--- config.mk ---
export PLATFORM = sky130hd
export DESIGN_NAME = ccpr_top
export DESIGN_NICKNAME = d
export VERILOG_FILES = /design/src/rtl/ccpr_pkg.sv /design/src/rtl/ccpr_cc_if.sv /design/src/rtl/ccpr_top.sv /design/src/rtl/ccpr_edge_det.sv /design/src/rtl/ccpr_cc_reg.sv
export VERILOG_INCLUDE_DIRS = /design/src /design/src/rtl
export SDC_FILE = /design/constraint.sdc
export NUM_CORES = 1
export LEC_CHECK = 0
export BUFFER_PORTS_ARGS = -buffer_cell sky130_fd_sc_hd__buf_2
export CORE_MARGIN = 4
export CORE_UTILIZATION = 40
export DETAILED_ROUTE_END_ITERATION = 7
export PLACE_DENSITY = 0.68
export SLEW_MARGIN = 40
export SYNTH_ARGS = -nofsm -noshare
export SYNTH_HDL_FRONTEND = slang
export SYNTH_SLANG_ARGS = --single-unit
--- constraint.sdc ---
create_clock -name clk_sys_i -period 2.02 [get_ports clk_sys_i]
set_clock_uncertainty 0.1 [all_clocks]
set_input_delay 0.202 -clock clk_sys_i [delete_from_list [all_inputs] [get_ports clk_sys_i]]
set_output_delay 0.202 -clock clk_sys_i [all_outputs]
set_load 0.005 [all_outputs]
--- src/rtl/ccpr_params.svh ---
// register indices, field positions, reset values and edge codes of the
// capture/compare pair; included by the package and the register file
`ifndef CCPR_PARAMS_SVH
`define CCPR_PARAMS_SVH

// register indices; the byte address on the bus is four times the index
`define CCPR_IDX_COUNT 16'hFF12
`define CCPR_IDX_CC_A 16'hFF14
`define CCPR_IDX_CC_B 16'hFF16
`define CCPR_IDX_MODE 16'hFF60
`define CCPR_IDX_CTRL 16'hFF62
`define CCPR_IDX_PRESC 16'hFF64

// timer_mode_reg fields
`define CCPR_MODE_OVF 0
`define CCPR_MODE_LO 1
`define CCPR_MODE_MID 2
`define CCPR_MODE_HI 3

// cc_control_reg fields
`define CCPR_CTRL_A_CAP 0
`define CCPR_CTRL_A_SRC 1
`define CCPR_CTRL_B_CAP 2

// prescaler_mode_reg fields
`define CCPR_PRESC_A_LO 4
`define CCPR_PRESC_A_HI 5
`define CCPR_PRESC_B_LO 6
`define CCPR_PRESC_B_HI 7

// reset values
`define CCPR_CC_RST 16'h0000
`define CCPR_BYTE_RST 8'h00

// edge codes
`define CCPR_EDGE_FALL 2'b00
`define CCPR_EDGE_RISE 2'b01
`define CCPR_EDGE_BOTH 2'b11

`endif

--- src/rtl/ccpr_pkg.sv ---
// types and shared decode functions of the capture/compare pair
// assumes the params header sits on the include path
`include "ccpr_params.svh"

package ccpr_pkg;

    typedef enum logic [3:0] {
        CCPR_STOP = 4'b0001,
        CCPR_FREE = 4'b0010,
        CCPR_CLR_TRIG = 4'b0100,
        CCPR_CLR_MATCH = 4'b1000
    } ccpr_mode_t;

    // valid edge for a given code; the prohibited code 10 never fires
    function automatic logic edge_hit(input logic [1:0] code,
                                      input logic rise,
                                      input logic fall);
        logic hit;
        hit = 1'b0;
        case (code)
            `CCPR_EDGE_FALL: hit = fall;
            `CCPR_EDGE_RISE: hit = rise;
            `CCPR_EDGE_BOTH: hit = rise | fall;
            default: hit = 1'b0;
        endcase
        return hit;
    endfunction : edge_hit

    // a zero compare value only matches once the count has wrapped
    function automatic logic cc_match(input logic [15:0] count,
                                      input logic [15:0] value,
                                      input logic wrapped);
        return (count == value) && ((value != 16'h0000) || wrapped);
    endfunction : cc_match

endpackage : ccpr_pkg

--- src/rtl/ccpr_cc_if.sv ---
// link between the register file and one capture/compare register
// assumes one instance per register, all on clk_sys_i
`timescale 1ns/1ps

interface ccpr_cc_if;
    logic [15:0] count;
    logic wr_en;
    logic [15:0] wr_data;
    logic cap_en;
    logic [15:0] value;

    modport ctrl (output count, output wr_en, output wr_data,
                  output cap_en, input value);
    modport unit (input count, input wr_en, input wr_data,
                  input cap_en, output value);
endinterface : ccpr_cc_if

--- src/rtl/ccpr_top.sv ---
// capture/compare pair on a 16-bit up-counter, registers over apb
// assumes trigger pins synchronous to clk_sys_i, count clock = clk_sys_i
//
// Operation
// - register a compare match raises match_irq_a
// - register b compare match raises match_irq_b
// - a_trigger_source picks pin a or b
// - pin a source captures on opposite edge
// - pin b source captures on selected edge
// - register b captures on pin a edge
// - edge codes in prescaler bits 5:4, 7:6
// - capture select bits 0 and 2
// - zero compare matches after wrap only
// - compare below count waits for overflow
// - compare mode registers do not capture
// - capture wins over coinciding write
// - capture at stop is undefined
// - compare registers 16 bits, reset zero
// - count runs while mode bits 3:2 nonzero
// - mode register resets zero, byte writable
// - mode bits select stop, free, two clears
// - capture and interrupt on the same clock
//
// Our own choice: the APB register port.
`timescale 1ns/1ps
`include "ccpr_params.svh"

module ccpr_top (
    // clock and reset
    input wire logic clk_sys_i,
    input wire logic rst_n_i,
    // apb slave
    input wire logic psel_i,
    input wire logic penable_i,
    input wire logic pwrite_i,
    input wire logic [31:0] paddr_i,
    input wire logic [31:0] pwdata_i,
    output logic [31:0] prdata_o,
    output logic pready_o,
    output logic pslverr_o,
    // trigger pins
    input wire logic trig_in_a_i,
    input wire logic trig_in_b_i,
    // interrupt requests
    output logic match_irq_a_o,
    output logic match_irq_b_o
);
    function automatic logic addr_is(input logic [31:0] addr,
                                     input logic [15:0] idx);
        return addr == {14'h0000, idx, 2'b00};
    endfunction : addr_is

    // bus registers
    logic pready_reg;
    logic pslverr_reg;
    logic [31:0] prdata_reg;
    // software registers
    logic [3:0] timer_mode_reg;
    logic [3:0] timer_mode_next;
    logic [2:0] cc_control_reg;
    logic [3:0] prescaler_mode_reg;
    // counter state
    logic [15:0] count_reg;
    logic [15:0] count_next;
    logic wrapped_reg;
    logic wrapped_next;
    logic irq_a_reg;
    logic irq_b_reg;

    ccpr_cc_if cc_a_if ();
    ccpr_cc_if cc_b_if ();

    ccpr_cc_reg u_cc_a (
        .clk_sys_i (clk_sys_i),
        .rst_n_i (rst_n_i),
        .cc (cc_a_if.unit)
    );

    ccpr_cc_reg u_cc_b (
        .clk_sys_i (clk_sys_i),
        .rst_n_i (rst_n_i),
        .cc (cc_b_if.unit)
    );

    logic rise_a;
    logic fall_a;
    logic rise_b;
    logic fall_b;

    ccpr_edge_det u_edge_a (
        .clk_sys_i (clk_sys_i),
        .rst_n_i (rst_n_i),
        .pin_i (trig_in_a_i),
        .rise_o (rise_a),
        .fall_o (fall_a)
    );

    // trig_in_b shares its pin with the timer output, which lives
    // outside this block; the pin owner keeps it an input here
    ccpr_edge_det u_edge_b (
        .clk_sys_i (clk_sys_i),
        .rst_n_i (rst_n_i),
        .pin_i (trig_in_b_i),
        .rise_o (rise_b),
        .fall_o (fall_b)
    );

    // address decode
    wire hit_count = addr_is(paddr_i, `CCPR_IDX_COUNT);
    wire hit_cc_a = addr_is(paddr_i, `CCPR_IDX_CC_A);
    wire hit_cc_b = addr_is(paddr_i, `CCPR_IDX_CC_B);
    wire hit_mode = addr_is(paddr_i, `CCPR_IDX_MODE);
    wire hit_ctrl = addr_is(paddr_i, `CCPR_IDX_CTRL);
    wire hit_presc = addr_is(paddr_i, `CCPR_IDX_PRESC);
    wire hit_any = hit_count | hit_cc_a | hit_cc_b | hit_mode |
                   hit_ctrl | hit_presc;
    wire setup = psel_i & ~penable_i;
    // writes land only at the completing access edge
    wire wr_fire = psel_i & penable_i & pwrite_i & pready_reg;

    // field decode
    wire [1:0] mode_sel = {timer_mode_reg[`CCPR_MODE_HI],
                           timer_mode_reg[`CCPR_MODE_MID]};
    wire a_cap_mode = cc_control_reg[`CCPR_CTRL_A_CAP];
    wire a_src_pin_a = cc_control_reg[`CCPR_CTRL_A_SRC];
    wire b_cap_mode = cc_control_reg[`CCPR_CTRL_B_CAP];
    wire [1:0] a_code = {prescaler_mode_reg[`CCPR_PRESC_A_HI - 4],
                         prescaler_mode_reg[`CCPR_PRESC_A_LO - 4]};
    wire [1:0] b_code = {prescaler_mode_reg[`CCPR_PRESC_B_HI - 4],
                         prescaler_mode_reg[`CCPR_PRESC_B_LO - 4]};

    // low mode bit has no effect on counting
    ccpr_pkg::ccpr_mode_t mode;
    assign mode = (mode_sel == 2'b00) ? ccpr_pkg::CCPR_STOP :
                  (mode_sel == 2'b01) ? ccpr_pkg::CCPR_FREE :
                  (mode_sel == 2'b10) ? ccpr_pkg::CCPR_CLR_TRIG :
                  ccpr_pkg::CCPR_CLR_MATCH;
    wire running = (mode != ccpr_pkg::CCPR_STOP);

    // valid edges; code 10 is left to software to avoid
    wire a_valid = ccpr_pkg::edge_hit(a_code, rise_a, fall_a);
    wire b_valid = ccpr_pkg::edge_hit(b_code, rise_b, fall_b);
    // pin a feeding register a runs in reverse phase, both = none
    wire a_rev = (a_code != `CCPR_EDGE_BOTH) &
                 ccpr_pkg::edge_hit(a_code, fall_a, rise_a);
    wire a_trig = a_src_pin_a ? a_rev : b_valid;

    // stopped timer ignores triggers; a trigger in the stop cycle
    // is dropped, which the undefined outcome allows
    wire cap_a = running & a_cap_mode & a_trig;
    wire cap_b = running & b_cap_mode & a_valid;

    wire [15:0] cc_a_val = cc_a_if.value;
    wire [15:0] cc_b_val = cc_b_if.value;
    wire hit_a_raw = ccpr_pkg::cc_match(count_reg, cc_a_val, wrapped_reg);
    wire hit_b_raw = ccpr_pkg::cc_match(count_reg, cc_b_val, wrapped_reg);
    wire cmp_a = running & ~a_cap_mode & hit_a_raw;
    wire cmp_b = running & ~b_cap_mode & hit_b_raw;
    wire [15:0] count_inc = 16'(count_reg + 16'h0001);
    // clear-on-match needs plain equality; zero compare is software's
    wire clr_match = (count_reg == cc_a_val);

    // counter keeps going past a compare set below it
    always_comb begin
        count_next = count_inc;
        unique case (mode)
            ccpr_pkg::CCPR_STOP: count_next = 16'h0000;
            ccpr_pkg::CCPR_FREE: count_next = count_inc;
            ccpr_pkg::CCPR_CLR_TRIG: begin
                count_next = a_valid ? 16'h0000 : count_inc;
            end
            ccpr_pkg::CCPR_CLR_MATCH: begin
                count_next = clr_match ? 16'h0000 : count_inc;
            end
        endcase
    end

    wire ovf_set = running & (count_reg == 16'hFFFF) &
                   (count_next == 16'h0000);
    assign wrapped_next = !running ? 1'b0 :
                          ovf_set ? 1'b1 :
                          (count_next == 16'h0000) ? 1'b0 : wrapped_reg;

    // overflow set wins over a clearing write
    assign timer_mode_next =
        (wr_fire & hit_mode) ?
            {pwdata_i[`CCPR_MODE_HI:`CCPR_MODE_LO],
             pwdata_i[`CCPR_MODE_OVF] | ovf_set} :
            {timer_mode_reg[3:1], timer_mode_reg[0] | ovf_set};

    // register links; writes are 16-bit, upper data ignored
    assign cc_a_if.count = count_reg;
    assign cc_a_if.wr_en = wr_fire & hit_cc_a;
    assign cc_a_if.wr_data = pwdata_i[15:0];
    assign cc_a_if.cap_en = cap_a;
    assign cc_b_if.count = count_reg;
    assign cc_b_if.wr_en = wr_fire & hit_cc_b;
    assign cc_b_if.wr_data = pwdata_i[15:0];
    assign cc_b_if.cap_en = cap_b;

    // read data is sampled in setup; a capture in the same window
    // may leave it stale, which is accepted
    wire [31:0] rd_data =
        hit_count ? {16'h0000, count_reg} :
        hit_cc_a ? {16'h0000, cc_a_val} :
        hit_cc_b ? {16'h0000, cc_b_val} :
        hit_mode ? {28'h0000000, timer_mode_reg} :
        hit_ctrl ? {29'h00000000, cc_control_reg} :
        hit_presc ? {24'h000000, prescaler_mode_reg, 4'h0} : 32'h00000000;

    // one wait-free access cycle after setup
    always_ff @(posedge clk_sys_i or negedge rst_n_i) begin
        if (!rst_n_i) begin
            pready_reg <= 1'b0;
            pslverr_reg <= 1'b0;
            prdata_reg <= 32'h00000000;
        end else begin
            pready_reg <= setup;
            pslverr_reg <= setup & ~hit_any;
            prdata_reg <= setup ? rd_data : prdata_reg;
        end
    end

    always_ff @(posedge clk_sys_i or negedge rst_n_i) begin
        if (!rst_n_i) begin
            timer_mode_reg <= 4'(`CCPR_BYTE_RST);
            cc_control_reg <= 3'(`CCPR_BYTE_RST);
            prescaler_mode_reg <= 4'(`CCPR_BYTE_RST >> 4);
        end else begin
            timer_mode_reg <= timer_mode_next;
            if (wr_fire & hit_ctrl) begin
                cc_control_reg <= pwdata_i[2:0];
            end
            if (wr_fire & hit_presc) begin
                prescaler_mode_reg <= pwdata_i[7:4];
            end
        end
    end

    // capture samples count this cycle; pulse follows on next edge
    always_ff @(posedge clk_sys_i or negedge rst_n_i) begin
        if (!rst_n_i) begin
            count_reg <= 16'h0000;
            wrapped_reg <= 1'b0;
            irq_a_reg <= 1'b0;
            irq_b_reg <= 1'b0;
        end else begin
            count_reg <= count_next;
            wrapped_reg <= wrapped_next;
            irq_a_reg <= cmp_a | cap_a;
            irq_b_reg <= cmp_b | cap_b;
        end
    end

    assign prdata_o = prdata_reg;
    assign pready_o = pready_reg;
    assign pslverr_o = pslverr_reg;
    assign match_irq_a_o = irq_a_reg;
    assign match_irq_b_o = irq_b_reg;
endmodule : ccpr_top

--- src/rtl/ccpr_edge_det.sv ---
// rising and falling edge pulses of one trigger pin
// assumes the pin is already synchronous to clk_sys_i
`timescale 1ns/1ps

module ccpr_edge_det (
    // clock and reset
    input wire logic clk_sys_i,
    input wire logic rst_n_i,
    // pin and pulses
    input wire logic pin_i,
    output logic rise_o,
    output logic fall_o
);
    logic prev_reg;

    // a pin high out of reset reads as one rising edge
    always_ff @(posedge clk_sys_i or negedge rst_n_i) begin
        if (!rst_n_i) begin
            prev_reg <= 1'b0;
        end else begin
            prev_reg <= pin_i;
        end
    end

    assign rise_o = pin_i & ~prev_reg;
    assign fall_o = ~pin_i & prev_reg;
endmodule : ccpr_edge_det

--- src/rtl/ccpr_cc_reg.sv ---
// one 16-bit capture/compare register
// assumes the register file decides when to capture and when to write
`timescale 1ns/1ps
`include "ccpr_params.svh"

module ccpr_cc_reg (
    // clock and reset
    input wire logic clk_sys_i,
    input wire logic rst_n_i,
    // register link
    ccpr_cc_if.unit cc
);
    logic [15:0] value_reg;
    logic [15:0] value_next;

    // a capture beats a software write in the same cycle
    assign value_next = cc.cap_en ? cc.count :
                        cc.wr_en ? cc.wr_data : value_reg;

    always_ff @(posedge clk_sys_i or negedge rst_n_i) begin
        if (!rst_n_i) begin
            value_reg <= `CCPR_CC_RST;
        end else begin
            value_reg <= value_next;
        end
    end

    assign cc.value = value_reg;
endmodule : ccpr_cc_reg

==> results.ini <==
[synth]
syn_area_um2=5120
syn_inst=543
syn_avg_cell_area_um2=9.44
ys_seq_elements=82
async_flop_share_pct=100
synth_cell_type_count=59
synthFlopType=dfrtp_1
synth_edf_count=0
yosysWarningCount=0
seq_area_frac_synth_pct=40.0

[floorplan]
die_y_um=121
coreArea_um2=12600
start_util_pct=40.8
rows=41
fp.dieW_um=121
io_pins=107
die_area_um2=14700

[setup_path]
crit_end=cc_a_if.count[1]$_DFF_PN0_
endpoint_kind=register
r2r_start=cc_a_if.count[8]$_DFF_PN0_
cp.required_ns=2.15
crit_arrival_ns=2.18
crit_start=cc_a_if.count[8]$_DFF_PN0_
r2r_slack_ns=-0.03
critPathLaunchType=register
reg2reg_to=cc_a_if.count[1]$_DFF_PN0_
path_max_fanout=5
crit_type=reg -> reg
reg2regPathDepth=8

[finish]
n_antenna_cell=0
design_area_um2=6790
drive_gt1_share_pct=37.5
final_common_cell=buf_4
fillers=1097
multi_input_area_um2=2980
layout_common_cells=buf_4, dfrtp_1, buf_2, nand2_1, o21ai_0
register_area_um2=2060
fin_nets=761
final_util_pct=54.1
areaGrowthSynthToFinish_pct=32.6

[clock_tree]
clockRootBuffer=clkbuf_16
cts_tree=yes
insertion_delay_ns=0.34
clk_pin_slew_ns=0.06
clk_path_buf_depth=2
cts_buffers=9
htreeDepth=3
cts.sinks=82

[power]
vdd_ir_drop_max_mv=0.329
p_comb_share_pct=6.1
p_sw_share_pct=23.3
power_switching_mw=0.796
finalPower_mw=3.42
seqPwrFrac_pct=48.2
p_int_mw=2.62
pwr-share-clk_pct=45.7
power.density_nw_per_um2=503
cellLeakagePower_nw=3.26

[detailed_routing]
drc=0
drtIter0Drc=336
num_vias=4677
first_pass_iters=5
viasPerCell=5.44
final_antenna_net_count=0
routed_wl_um=15100
wire_per_inst_um=17.6

[global_routing]
grt_pass1_wl_um=23700
grt_remaining_overflow=0
antenna_found_initial=0
grt_max_degree=40
track_usage_pct=20.5
grt_pass1_vias=4627

[placed_design]
place.gp.congestion=0.910
hpwl_um=11400
placed_cell_area_um2=6160
portBuffers=74
place_ws_ns=-0.110

[worst_hold_path]
hold_path.class=in -> reg

[sta]
hold_viol_final=0
min_period_ns=2.05
slew_violations=0
hold_slack_ns=0.0574
setup_viol=12
rsz0062_at_grt=yes
fin_ws_ns=-0.0285
fmax_mhz=488
post-route-period-util_pct=101

[job]
drv_cap=0

[run_status]
violations=setup timing
status=complete, but fails checks

==> what timing repair did <==
action / CTS / global route
setup endpoints to repair: 23 / 34
setup buffers: 1 / 9
pin swaps: 4 / 17
hold buffers: 3 / 0
endpoints found under the hold margin: 27 / 0
cloned: 0 / 1
gates resized for setup: 10 / 53
==> power groups by stage <==
stage	logic [mW]	clock network (mW)	registers, mW
floorplan	0.0953	0	1.68
global placement	0.195	0	1.68
detailed placement	0.202	0	1.68
CTS	0.208	1.58	1.65
global route	0.233	1.67	1.65
finish	0.209	1.56	1.65
==> critical path: stages (launching register included) <==
cell,delay (ns)
dfrtp_2,0.45
xor2_1,0.16
nor4_1,0.29
buf_4,0.17
nand4_1,0.16
o22ai_1,0.19
buf_4,0.21
clkbuf_16,0.17
nor2b_1,0.05
==> synthesized netlist by cell type (3+ instances only) <==
cell type | n | area share (%)
a21o_2 | 3 | 0.51
a21oi_1 | 9 | 0.88
a221o_1 | 5 | 0.98
a221oi_1 | 3 | 0.51
a22oi_1 | 12 | 1.8
a31oi_1 | 8 | 0.98
and2_1 | 7 | 0.85
and3_1 | 5 | 0.61
and4_1 | 3 | 0.51
buf_2 | 20 | 2.0
buf_4 | 18 | 2.6
clkbuf_1 | 14 | 1.0
dfrtp_1 | 82 | 40
ha_1 | 6 | 1.5
inv_1 | 9 | 0.66
mux2_2 | 18 | 4.0
mux2i_1 | 36 | 7.0
nand2_1 | 58 | 4.2
nand3_1 | 7 | 0.68
nand3b_1 | 3 | 0.44
nand4_1 | 15 | 1.8
nor2_1 | 27 | 2.0
nor2b_1 | 4 | 0.49
nor3_1 | 3 | 0.29
nor4_1 | 24 | 2.9
o21ai_0 | 46 | 4.5
o21ai_1 | 10 | 0.98
or3_1 | 3 | 0.37
xnor2_1 | 21 | 3.6
xor2_1 | 27 | 4.6
==> final cells by class <==
type	instances	area share, %
Multi-Input combinational cell	411	43.8
Inverter	9	0.497
Clock buffer	11	3.72
Clock inverter	4	0.387
Sequential cell	82	30.3
Timing Repair Buffer	171	18.0
Tap cell	172	3.17
==> worst min path at each step <==
stage                     start                                 to  slack, ns  cells after the start
floorplan               rst_n_i         cc_a_if.count[0]$_DFF_PN0_      -0.19                      0
finish              pwdata_i[9]     u_cc_b.cc.value[9]$_DFFE_PN0P_       0.06                      3
global route        pwdata_i[3]      timer_mode_reg[3]$_DFFE_PN0P_       0.06                      2
global placement        rst_n_i  prescaler_mode_reg[3]$_DFFE_PN0P_       0.05                      1
detailed placement      rst_n_i  prescaler_mode_reg[2]$_DFFE_PN0P_       0.06                      1
CTS                 pwdata_i[3]      timer_mode_reg[3]$_DFFE_PN0P_       0.05                      2
==> kinds of logic after synthesis <==
group	share of synthesized area, %
buf+inv	6.86
xor+xnor	8.20
flops	40.0
fa+ha+maj	1.46
mux	11.0
other cells	0.0732
simple gates	18.9
compound gates	13.5
==> metrics by stage <==
step,setup TNS (ns),instances
after CTS,-0.00280,850
after global placement,-0.235,831
after floorplan,0,558
final,-0.149,860
after global routing,-1.91,860
after detailed placement,-0.750,831
==> per-layer routing <==
layer / part of all wire [%] / track usage, % / vias to the layer above
li1: - / - / 2205
met1: 42 / 26.6 / 2307
met2: 51 / 34.1 / 143
met3: 5.3 / 4.43 / 22
met4: 2.0 / 6.44 / 0
met5: 0 / 0 / -
Power figures use the tool's default switching activity.
